## config.mk

```make
export PLATFORM = sky130hd
export DESIGN_NAME = fsp_ctrl
export DESIGN_NICKNAME = d
export VERILOG_FILES = /design/src/rtl/fsp_pkg.sv /design/src/rtl/fsp_ctrl.sv
export SDC_FILE = /design/constraint.sdc
export NUM_CORES = 1
export LEC_CHECK = 0
export BUFFER_PORTS_ARGS = -buffer_cell sky130_fd_sc_hd__buf_2
export CORE_MARGIN = 2
export CORE_UTILIZATION = 42
export CTS_BUF_LIST = sky130_fd_sc_hd__clkbuf_8
export DETAILED_ROUTE_END_ITERATION = 6
export GPL_TIMING_DRIVEN = 0
export PLACE_DENSITY = 0.9
export REMOVE_ABC_BUFFERS = 1
export SKIP_LAST_GASP = 1
export SYNTH_ARGS = -nofsm -noshare
export SYNTH_HDL_FRONTEND = slang
export SYNTH_SLANG_ARGS = --single-unit
```

## constraint.sdc

```tcl
create_clock -name clock -period 1.7 [get_ports clock]
set_clock_uncertainty 0.05 [all_clocks]
set_input_delay 0.085 -clock clock [delete_from_list [all_inputs] [get_ports clock]]
set_output_delay 0.085 -clock clock [all_outputs]
set_load 0.05 [all_outputs]
```

## src/rtl/fsp_pkg.sv

```systemverilog
// Shared types and constants of the sector flash program and protect controller.
// Assumes a 16-bit CPU address space with the flash array at its top.
package fsp_pkg;

	// ****************************************
	// Address map and sizes
	// ****************************************
	localparam logic [15:0] SECT0_BASE = 16'hF000;
	localparam logic [15:0] SECT1_BASE = 16'hE000;
	localparam logic [15:0] SIZE_8K_BASE = 16'hE000;
	localparam int unsigned SECTOR_BYTES = 4096;

	// ****************************************
	// Guard keys and option layout
	// ****************************************
	// Key values are arbitrary.
	localparam logic [7:0] GUARD_KEY1 = 8'h5A;
	localparam logic [7:0] GUARD_KEY2 = 8'hC3;
	localparam int unsigned OPT_PROT_BIT = 0;
	localparam logic PROTECT_RST = 1'b0;

	typedef enum logic [1:0] {
		MODE_TOOL,
		MODE_ICP,
		MODE_IAP
	} fsp_mode_t;

	typedef enum logic [1:0] {
		SIZE_4K,
		SIZE_8K,
		SIZE_LARGE
	} fsp_size_t;

	typedef enum logic [1:0] {
		OP_PROG,
		OP_ERASE_SECT,
		OP_ERASE_ALL,
		OP_OPTION
	} fsp_op_t;

	typedef struct packed {
		logic        valid;
		fsp_op_t     op;
		logic [15:0] addr;
		logic [7:0]  data;
	} fsp_cmd_t;

endpackage : fsp_pkg

```

## src/rtl/fsp_ctrl.sv

```systemverilog
// Sector flash program, erase and read-out protection controller.
// Assumes the array acknowledges each command with a one-cycle done pulse.
module fsp_ctrl
	import fsp_pkg::*;
(
	// Clock and reset
	input  wire logic      clock,
	input  wire logic      nrst,
	// Configuration
	input  wire fsp_mode_t mode,
	input  wire fsp_size_t array_size,
	input  wire logic      readout_protect_option_bit,
	// Guard key port
	input  wire logic      key_valid,
	input  wire logic [7:0] key_data,
	// Request port
	input  wire fsp_cmd_t  req,
	output logic           req_ready_r,
	output logic           done_r,
	output logic           refused_r,
	// Read port
	input  wire logic      rd_req,
	input  wire logic [15:0] rd_addr,
	output logic           rd_valid_r,
	output logic           rd_blocked_r,
	output logic [7:0]     rd_data_r,
	// Array side
	output fsp_cmd_t       arr_cmd_r,
	output logic           arr_rd_r,
	output logic [15:0]    arr_rd_addr_r,
	input  wire logic      arr_done,
	input  wire logic [7:0] arr_rdata,
	// Status
	output logic           protect_r,
	output logic           guard_armed_r
);

	// ****************************************
	// Decoding
	// ****************************************
	// Returns {valid, index}; lower sectors are only present on larger arrays.
	function automatic logic [2:0] sector_of(input logic [15:0] a, input fsp_size_t s);
		logic [2:0] r;
		r = 3'h0;
		if (a >= SECT0_BASE) begin
			r = {1'b1, 2'd0};
		end else if (a >= SECT1_BASE) begin
			r = {(s != SIZE_4K), 2'd1};
		end else begin
			r = {(s == SIZE_LARGE), 2'd2};
		end
		return r;
	endfunction

	typedef enum logic [2:0] {
		ST_IDLE,
		ST_BUSY,
		ST_WIPE,
		ST_OPTWRITE
	} fsp_state_t;

	fsp_state_t state_r;
	logic       loaded_r;
	logic       key1_seen_r;
	logic       take;
	logic       permit;
	logic       unprotect;
	logic [2:0] sect;
	logic       ext_read;

	assign take = req.valid && req_ready_r;
	assign sect = sector_of(req.addr, array_size);
	assign unprotect = (req.op == OP_OPTION) && protect_r && !req.data[OPT_PROT_BIT];
	assign ext_read = protect_r && (mode != MODE_IAP);

	// A request passes only when armed and permitted by mode and protection; program and sector erase must also be in range.
	always_comb begin
		permit = guard_armed_r;
		unique case (req.op)
			OP_PROG, OP_ERASE_SECT: begin
				permit = permit && sect[2] && !protect_r;
				if (mode == MODE_IAP && sect[1:0] == 2'd0) begin
					permit = 1'b0;
				end
			end
			OP_ERASE_ALL: begin
				// Erasing everything would take out the boot sector as well.
				permit = permit && !protect_r && (mode != MODE_IAP);
			end
			OP_OPTION: begin
				permit = permit && (mode != MODE_IAP);
			end
		endcase
	end

	// ****************************************
	// Guard key sequence
	// ****************************************
	// Any wrong key drops the sequence; a taken request consumes the arm unless the sequence completes in that cycle.
	always_ff @(posedge clock or negedge nrst) begin
		if (!nrst) begin
			key1_seen_r   <= 1'b0;
			guard_armed_r <= 1'b0;
		end else begin
			if (key_valid) begin
				key1_seen_r <= (key_data == GUARD_KEY1);
			end
			if (key_valid && key1_seen_r && key_data == GUARD_KEY2) begin
				// A sequence that completes as a request is taken arms the next request.
				guard_armed_r <= 1'b1;
			end else if (take) begin
				guard_armed_r <= 1'b0;
			end else if (key_valid) begin
				guard_armed_r <= 1'b0;
			end
		end
	end

	// ****************************************
	// Protection state
	// ****************************************
	// The nonvolatile bit is caught one clock after reset release.
	always_ff @(posedge clock or negedge nrst) begin
		if (!nrst) begin
			loaded_r  <= 1'b0;
			protect_r <= PROTECT_RST;
		end else begin
			loaded_r <= 1'b1;
			if (!loaded_r) begin
				protect_r <= readout_protect_option_bit;
			end else if (arr_done && arr_cmd_r.op == OP_OPTION && arr_cmd_r.valid) begin
				protect_r <= arr_cmd_r.data[OPT_PROT_BIT];
			end
		end
	end

	// ****************************************
	// Command sequencer
	// ****************************************
	always_ff @(posedge clock or negedge nrst) begin
		if (!nrst) begin
			state_r     <= ST_IDLE;
			req_ready_r <= 1'b0;
			done_r      <= 1'b0;
			refused_r   <= 1'b0;
			arr_cmd_r   <= '0;
		end else begin
			done_r    <= 1'b0;
			refused_r <= 1'b0;
			unique case (state_r)
				ST_IDLE: begin
					req_ready_r <= loaded_r;
					if (take) begin
						req_ready_r <= 1'b0;
						if (!permit) begin
							refused_r   <= 1'b1;
							req_ready_r <= 1'b1;
						end else if (unprotect) begin
							// Wipe first so protected code is never exposed.
							arr_cmd_r <= '{1'b1, OP_ERASE_ALL, 16'h0000, 8'h00};
							state_r   <= ST_WIPE;
						end else begin
							// The request goes to the array as given: op, address and data unchanged.
							arr_cmd_r <= '{1'b1, req.op, req.addr, req.data};
							state_r   <= ST_BUSY;
						end
					end
				end
				ST_WIPE: begin
					if (arr_done) begin
						arr_cmd_r <= '{1'b1, OP_OPTION, 16'h0000, 8'h00};
						state_r   <= ST_OPTWRITE;
					end
				end
				ST_BUSY, ST_OPTWRITE: begin
					if (arr_done) begin
						arr_cmd_r   <= '0;
						done_r      <= 1'b1;
						req_ready_r <= 1'b1;
						state_r     <= ST_IDLE;
					end
				end
				default: begin
					state_r <= ST_IDLE;
				end
			endcase
		end
	end

	// ****************************************
	// Read path
	// ****************************************
	// External readers see zeros under protection; the array is not even read.
	always_ff @(posedge clock or negedge nrst) begin
		if (!nrst) begin
			arr_rd_r      <= 1'b0;
			arr_rd_addr_r <= 16'h0000;
			rd_valid_r    <= 1'b0;
			rd_blocked_r  <= 1'b0;
			rd_data_r     <= 8'h00;
		end else begin
			arr_rd_r      <= rd_req && !ext_read;
			arr_rd_addr_r <= rd_addr;
			rd_valid_r    <= arr_rd_r;
			rd_data_r     <= arr_rd_r ? arr_rdata : 8'h00;
			if (rd_req) begin
				rd_blocked_r <= ext_read;
			end
		end
	end
endmodule // fsp_ctrl

```

==> results.toml, run 1 <==
[logic_synthesis]
synth_area_leaders = "dfrtp_1 (63%), mux2i_1 (9.6%), inv_1 (4.7%), nand2_1 (3.8%), and2_1 (2.5%)"
yosysTopAreaCellShare_pct = 63.3
synthArstFlopShare_pct = 100
yosys_warnings = 0
yosysTopAreaCell = "dfrtp_1"
synth_area_mm2 = 0.00249
synth_common_cells = "dfrtp_1 (63), inv_1 (31), nand2_1 (25)"
syn-instance-count = 211
avgSynthCellArea_um2 = 11.8
synth.most_common_cell = "dfrtp_1"
synth_edf_count = 0
synth_seq_cells = 63
synth_cell_types = 33
ys.flop_type = "dfrtp_1"
ys_seq_area_share_pct = 63.3

[grt]
grt_pass1_vias = 2210
antenna_found_initial = 0
overflow = 0
grt_pass1_wl_um = 10300
grt.total_usage_pct = 21.0
grt_max_degree = 64

[clock_network]
clockRootBuffer = "clkbuf_8"
clk_latency_ns = 0.33
clk_pin_slew_ns = 0.07
clock_path_buffers = 2
htree_levels = 3
cts.sinks = 63
cts_tree = "built"
cts_made_buffers = 9

[run]
maxCapViolCount = 0

[power_and_ir_drop]
pwr_density_cell_mw_per_mm2 = 840
cellLeakagePower_nw = 2.10
peakVddDrop_mv = 0.554

[die]
num_rows = 28
ioPinCount = 128
initial_core_util_pct = 42.8
die_w_um = 81.0
die_y_um = 81.0
die_area_mm2 = 0.00656
core_mm2 = 0.00582

[detailed_routing]
vias = 2219
drtIter0Drc = 76
drt_wl_total_um = 6630
dr.pass1.iters = 4
vias_per_cell = 4.57
ant_nets = 0
wl_per_cell_um = 13.6
drc_errors = 0

[outcome]
failed_checks = "setup timing"
status = "complete, but fails checks"

[cells_and_area]
drive_above_1_share_pct = 39.7
nets = 476
num_antenna_cells = 0
area_growth_pct = 63.5

[setup_path]
cp_slowest_cell = "dfrtp_2"
path_max_fanout = 4
cp-endpoint = "arr_cmd_r[24]"
start_kind = "flop"
startpoint = "state_r[1]"
r2r-end = "arr_cmd_r[24]"
path_cells = "and4bb_2 -> o211ai_2 -> o211ai_4 -> clkbuf_16 -> mux2_4"
cp.depth = 5
cp-end-kind = "flop"
reg2reg_slack_ns = -0.05
path_delay_family = "flip-flops"
path_buf_inv = 1
reg2reg_depth = 5
critPathArrivalTime_ns = 1.92
cp_data_required_time_ns = 1.87
crit_path_max_incr_delay_ns = 0.42
rr_startpoint = "state_r[1]"
worstSetupPathType = "flop to flop"

[timing]
rsz0062_at_grt = "yes"
min_period_over_period_pct = 103
hold_ws_ns = 0.0137
hold_viol = 0
worstMarginPinSlew_ns = 0.754
fmax_mhz = 572
final-setup-viol-count = 11
setup_slack_ns = -0.0487
fin_crit_ns = 1.75
worst_slew_margin_rel_pct = 49.8
slew_violations = 0

[placement]
dp_hpwl_um = 3950
dp_slack_ns = -0.619
portBuffers = 127
gp_congestion = 0.765

[hold_path]
worstHoldPathType = "input port to flop"
## layout by cell type (no fill, tap or decap), drive strengths merged
master,n
buf,136
dfrtp,63
dlygate4sd3,55
inv,31
nand2,25
mux2i,24
clkbuf,15
nor2,10
and2,10
o21ai,6
nand3,4
nand4,4
a21oi,3
nand2b,2
nand3b,2
a211oi,2
nor3b,2
o211ai,2
a21boi,1
a2bb2oi,1
and4bb,1
o211a,1
o21a,1
o21bai,1
nand4b,1
o2bb2ai,1
a221o,1
a22o,1
mux2,1
o22ai,1
clkinvlp,1
bufinv,1
conb,1
## per-stage QoR
| stage | cells | setup TNS, ns | power, mW | area (um^2) | util, % |
|---|---|---|---|---|---|
| floorplan | 203 | -22.80 | 1.80 | 2410 | - |
| global placement | 405 | -27.12 | 1.96 | 3140 | 54.0 |
| detailed placement | 406 | -9.58 | 1.97 | 3180 | 54.6 |
| CTS | 484 | -0.885 | 3.45 | 4030 | 69.3 |
| global route | 486 | -2.00 | 3.60 | 4070 | 70.0 |
| finish | 486 | -0.306 | 3.42 | 4070 | 70.0 |
## timing repair
action | in CTS | in global routing
setup buffers | 9 | 0
pin swaps | 2 | 3
endpoints found under the setup margin | 27 | 28
hold buffers | 54 | 1
gates cloned | 0 | 1
endpoints found under the hold margin | 53 | 63
resized for setup | 6 | 4
## logic make-up after synthesis
family	synth area share (%)
flops	63.3
compound gates	6.43
mux	10.1
buf+inv	7.89
simple gates	12.2
other cells	0.151
## where the power goes
part	internal [mW]	switching (mW)	total, mW
clock	0.830	0.541	1.37
combinational	0.197	0.290	0.487
sequential	1.54	0.0221	1.56
total	2.57	0.853	3.42
## how the worst min path moves through the flow
stage / start / end / slack (ns) / depth (start not counted)
global placement: rd_addr[8] / arr_rd_addr_r[8] / 0.14 / 1
detailed placement: rd_addr[4] / arr_rd_addr_r[4] / 0.14 / 1
global route: key_data[1] / guard_armed_r / 0.03 / 3
floorplan: nrst / arr_cmd_r[0] / -0.26 / 0
finish: key_data[1] / guard_armed_r / 0.01 / 3
CTS: key_data[1] / guard_armed_r / 0.002 / 3
## routing by layer
metal	wire length (um)	track usage, %	up-vias
li1	-	-	1077
met2	3560	37.7	75
met3	296	5.89	7
met1	2700	23.9	1060
met4	76	7.46	0
met5	0	0	-
## registers in the layout (all words and copies together) (netlist names)
signal	count
done_r	1
loaded_r	1
arr_cmd_r	27
arr_rd_addr_r	16
rd_blocked_r	1
arr_rd_r	1
guard_armed_r	1
refused_r	1
key1_seen_r	1
rd_data_r	8
req_ready_r	1
protect_r	1
rd_valid_r	1
state_r	2
## cell type report
class                      instances  area (um^2)
multi-input combinational        109          743
tap                               75         93.8
timing repair buffer             193         1320
inverter                          31          116
clock buffer                      13          179
fill                             426         1740
sequential                        63         1580
clock inverter                     2         37.5
## worst min-delay path: stages
cell and delay [ns]:
buf_2 0.10, nand4_1 0.07, o21ai_0 0.09
Note: power is estimated with default switching activity, not from simulation.
==> inputs of run 2 (changes only) <==
--- a/config.mk
+++ b/config.mk
@@ -12,6 +12,7 @@
 export DETAILED_ROUTE_END_ITERATION = 6
 export GPL_TIMING_DRIVEN = 0
 export PLACE_DENSITY = 0.9
+export RECOVER_POWER = 50
 export REMOVE_ABC_BUFFERS = 1
 export SKIP_LAST_GASP = 1
 export SYNTH_ARGS = -nofsm -noshare
==> results.toml, run 2 (same netlist as run 1, synthesis figures left out) <==
[cells_and_area]
top_register = "arr_cmd_r"
nets = 476
fin_cells = 486
mostFrequentLayoutCell = "buf_2"
largest_reg_flops = 27
drive_above_1_share_pct = 39.4
reg_top3 = "arr_cmd_r x27, arr_rd_addr_r x16, rd_data_r x8"
area_growth_pct = 63.4
num_antenna_cells = 0
final_cell_mix = "buf_2 (126), dfrtp_1 (61), dlygate4sd3_1 (55)"

[timing]
worst_slew_margin_rel_pct = 49.6
rsz0062_at_grt = "yes"
hold_ws_ns = 0.0140
fmax_mhz = 572
worstMarginPinSlew_ns = 0.756
slew_violations = 0
min_period_over_period_pct = 103
hold_viol = 0
setup_slack_ns = -0.0488
final-setup-viol-count = 11
fin_crit_ns = 1.75

[run]
maxCapViolCount = 0

[power_and_ir_drop]
peakVddDrop_mv = 0.554
cellLeakagePower_nw = 2.10
total_power_mw = 3.42
pwr_density_cell_mw_per_mm2 = 840

[placement]
gp_congestion = 0.765
dp_hpwl_um = 3950
portBuffers = 127
dp_slack_ns = -0.619
place_inst = 406

[die]
core_mm2 = 0.00582
initial_core_util_pct = 42.8
num_rows = 28
die_y_um = 81.0
ioPinCount = 128
die_area_mm2 = 0.00656
die_w_um = 81.0

[setup_path]
cp-end-kind = "flop"
critPathArrivalTime_ns = 1.92
cp_data_required_time_ns = 1.87
start_kind = "flop"
worstSetupPathType = "flop to flop"
path_max_fanout = 4

[detailed_routing]
ant_nets = 0
drc_errors = 0
drt_wl_total_um = 6610
wl_per_cell_um = 13.6
dr.pass1.iters = 4
vias_per_cell = 4.56
vias = 2218
drtIter0Drc = 89

[clock_network]
cts_made_buffers = 9
cts_tree = "built"
clock_path_buffers = 2
clk_latency_ns = 0.33
clk_pin_slew_ns = 0.07
clockRootBuffer = "clkbuf_8"
cts.sinks = 63
htree_levels = 3

[grt]
grt_pass1_vias = 2210
grt.total_usage_pct = 21.0
antenna_found_initial = 0
grt_max_degree = 64
grt_pass1_wl_um = 10300
overflow = 0

[hold_path]
worstHoldPathType = "input port to flop"

[outcome]
failed_checks = "setup timing"
status = "complete, but fails checks"
-- run 2: cell types whose count changed in the layout (fill, tap and decap cells not counted) --
| cell | change |
|---|---|
| and2_1 | -6 |
| dfrtp_2 | -1 |
| and2_0 | +6 |
| dfrtp_1 | +1 |
-- run 2: power by group --
| part | internal [mW] | switching, mW | leakage [nW] |
|---|---|---|---|
| sequential | 1.54 | 0.0222 | 0.691 |
| clock | 0.830 | 0.540 | 0.108 |
| combinational | 0.196 | 0.290 | 1.30 |
| total | 2.57 | 0.852 | 2.10 |
-- run 2: layer usage --
metal / up-vias / track usage (%) / routed length, um
li1: 1076 / - / -
met1: 1055 / 23.9 / 2670
met2: 80 / 37.7 / 3560
met3: 7 / 5.89 / 302
met4: 0 / 7.46 / 76
met5: - / 0 / 0
-- run 2: path summary, 6_finish.rpt --
path                              from           endpoint  slack, ns  cells after the start
min reg2reg                   loaded_r          protect_r       0.42                      1
max in group asynchronous         nrst         state_r[0]       0.73                      2
max                         state_r[1]      arr_cmd_r[24]      -0.05                      5
min                        key_data[1]      guard_armed_r       0.01                      3
max reg2reg                 state_r[1]      arr_cmd_r[24]      -0.05                      5
min in group asynchronous         nrst  arr_rd_addr_r[11]       0.32                      2
-- run 2: layout make-up --
cell class	instances	area [um^2]
fill	427	1740
sequential	63	1580
timing repair buffer	193	1320
multi-input combinational	109	743
clock buffer	13	179
inverter	31	116
tap	75	93.8
clock inverter	2	37.5
-- run 2: per-stage QoR --
stage                     util (%)  area [um^2]  TNS [ns]
after floorplan                  -         2410    -22.80
after global placement        54.0         3140    -27.12
after detailed placement      54.6         3180     -9.58
after CTS                     69.3         4030    -0.885
after global routing          70.0         4070     -2.01
final                         70.0         4070    -0.311
-- run 2: what timing repair did --
action                                 CTS  global route
pin swaps                                2             3
cloned                                   0             1
hold buffers                            54             1
endpoints found under the hold margin   53            63
gates resized for setup                  6             4
setup buffers                            9             0
setup endpoints to repair               27            28
-- run 2: worst max-delay path, cell delays in order (launching register included) --
cell	delay [ns]
dfrtp_2	0.42
and4bb_2	0.34
o211ai_2	0.12
o211ai_4	0.22
clkbuf_16	0.19
mux2_4	0.30
==> inputs of run 3 (changes only) <==
--- a/config.mk
+++ b/config.mk
@@ -11,6 +11,7 @@
 export CTS_BUF_LIST = sky130_fd_sc_hd__clkbuf_8
 export DETAILED_ROUTE_END_ITERATION = 6
 export GPL_TIMING_DRIVEN = 0
+export HOLD_SLACK_MARGIN = 0.02
 export PLACE_DENSITY = 0.9
 export RECOVER_POWER = 50
 export REMOVE_ABC_BUFFERS = 1
==> results.toml, run 3 (same netlist as run 1, synthesis figures left out) <==
[placement]
dp_hpwl_um = 3950
portBuffers = 127
place_inst = 406
gp_congestion = 0.765

[cells_and_area]
final_cell_mix = "buf_2 (126), dfrtp_1 (61), dlygate4sd3_1 (57)"
utilization_pct = 70.4
drive_above_1_share_pct = 39.2
num_antenna_cells = 0
area_growth_pct = 64.2
largest_reg_flops = 27
nFillCells = 422
reg_top3 = "arr_cmd_r x27, arr_rd_addr_r x16, rd_data_r x8"
top_register = "arr_cmd_r"
fin_cells = 488
nets = 478
mostFrequentLayoutCell = "buf_2"

[setup_path]
start_kind = "flop"
path_delay_family = "flip-flops"
path_buf_inv = 1
path_cells = "and4bb_2 -> o211ai_2 -> o211ai_4 -> clkbuf_16 -> mux2_4"
cp_slowest_cell = "dfrtp_2"
r2r-end = "arr_cmd_r[24]"
rr_startpoint = "state_r[1]"
critPathArrivalTime_ns = 1.91
cp-end-kind = "flop"
cp_data_required_time_ns = 1.87
path_max_fanout = 4
worstSetupPathType = "flop to flop"
reg2reg_slack_ns = -0.05
crit_path_max_incr_delay_ns = 0.42
reg2reg_depth = 5

[hold_path]
min_from = "arr_done"
worstHoldPathType = "input port to flop"
min_path_cells = 3
whs_endpoint = "req_ready_r"

[power_and_ir_drop]
cellLeakagePower_nw = 2.10
peakVddDrop_mv = 0.563
pwr_density_cell_mw_per_mm2 = 837

[clock_network]
cts_made_buffers = 9
htree_levels = 3
clockRootBuffer = "clkbuf_8"
clock_path_buffers = 2
cts.sinks = 63
clk_latency_ns = 0.33
cts_tree = "built"
clk_pin_slew_ns = 0.07

[grt]
antenna_found_initial = 0
grt_pass1_vias = 2232
grt_pass1_wl_um = 10300
grt_max_degree = 64
overflow = 0
grt.total_usage_pct = 21.2

[timing]
hold_viol = 0
fmax_mhz = 572
worst_slew_margin_rel_pct = 49.8
fin_crit_ns = 1.75
min_period_over_period_pct = 103
setup_slack_ns = -0.0486
slew_violations = 0
worstMarginPinSlew_ns = 0.753
final-setup-viol-count = 11
rsz0062_at_grt = "yes"

[detailed_routing]
drc_errors = 0
drt_wl_total_um = 6700
ant_nets = 0
wl_per_cell_um = 13.7
dr.pass1.iters = 4
vias_per_cell = 4.58
vias = 2234
drtIter0Drc = 92

[die]
die_y_um = 81.0
die_w_um = 81.0
initial_core_util_pct = 42.8
core_mm2 = 0.00582
ioPinCount = 128
die_area_mm2 = 0.00656
num_rows = 28

[run]
maxCapViolCount = 0

[outcome]
status = "complete, but fails checks"
failed_checks = "setup timing"
## run 3: changes by cell type in the layout (fill, tap and decap cells not counted)
cell	change
dlygate4sd3_1	+2
## run 3: tightest hold or removal path: stages
cell	delay, ns
buf_2	0.13
nor2_1	0.09
a211oi_1	0.08
## run 3: power by group
| part | total [mW] | switching [mW] | internal, mW |
|---|---|---|---|
| registers | 1.56 | 0.0221 | 1.54 |
| clock network | 1.37 | 0.540 | 0.830 |
| logic | 0.490 | 0.291 | 0.198 |
| total | 3.42 | 0.854 | 2.57 |
## run 3: final cells by class
cell class                 instances  area, um^2  area share (%)
multi-input combinational        109         743            18.2
tap                               75        93.8            2.29
clock inverter                     2        37.5           0.917
timing repair buffer             195        1340            32.8
sequential                        63        1580            38.6
inverter                          31         116            2.84
clock buffer                      13         179            4.37
## run 3: how the worst max path moves through the flow
| stage | from | to | cells after the start |
|---|---|---|---|
| 2_1_floorplan | guard_armed_r | arr_cmd_r[24] | 4 |
| 3_3_place_gp | state_r[0] | arr_cmd_r[24] | 4 |
| 3_5_place_dp | state_r[0] | arr_cmd_r[24] | 5 |
| 4_1_cts | state_r[0] | arr_cmd_r[18] | 6 |
| 5_1_grt | state_r[1] | arr_cmd_r[18] | 6 |
| 6_report | state_r[1] | arr_cmd_r[24] | 5 |
## run 3: through the flow
step | instance area [um^2] | worst slack (ns) | hold WS (ns) | power, mW | setup TNS, ns
floorplan | 2410 | -0.997 | -0.261 | 1.80 | -22.80
global placement | 3140 | -1.14 | 0.144 | 1.96 | -27.12
detailed placement | 3180 | -0.619 | 0.144 | 1.97 | -9.58
CTS | 4050 | -0.0691 | 0.0337 | 3.45 | -0.885
global route | 4090 | -0.136 | 0.0487 | 3.60 | -2.01
finish | 4090 | -0.0486 | 0.0521 | 3.42 | -0.297
## run 3: per-layer routing
metal / global-route usage [%] / up-vias / share of wire, %
li1: - / 1078 / -
met1: 23.9 / 1068 / 41
met2: 38.3 / 81 / 54
met3: 5.78 / 7 / 4.3
met4: 7.46 / 0 / 1.1
met5: 0 / - / 0
## run 3: repair_timing
action | CTS | global route
endpoints found under the hold margin | 53 | 63
setup endpoints to repair | 27 | 28
setup buffers | 9 | 0
cloned | 0 | 1
pin swaps | 2 | 3
gates resized for setup | 6 | 4
hold buffers | 56 | 1
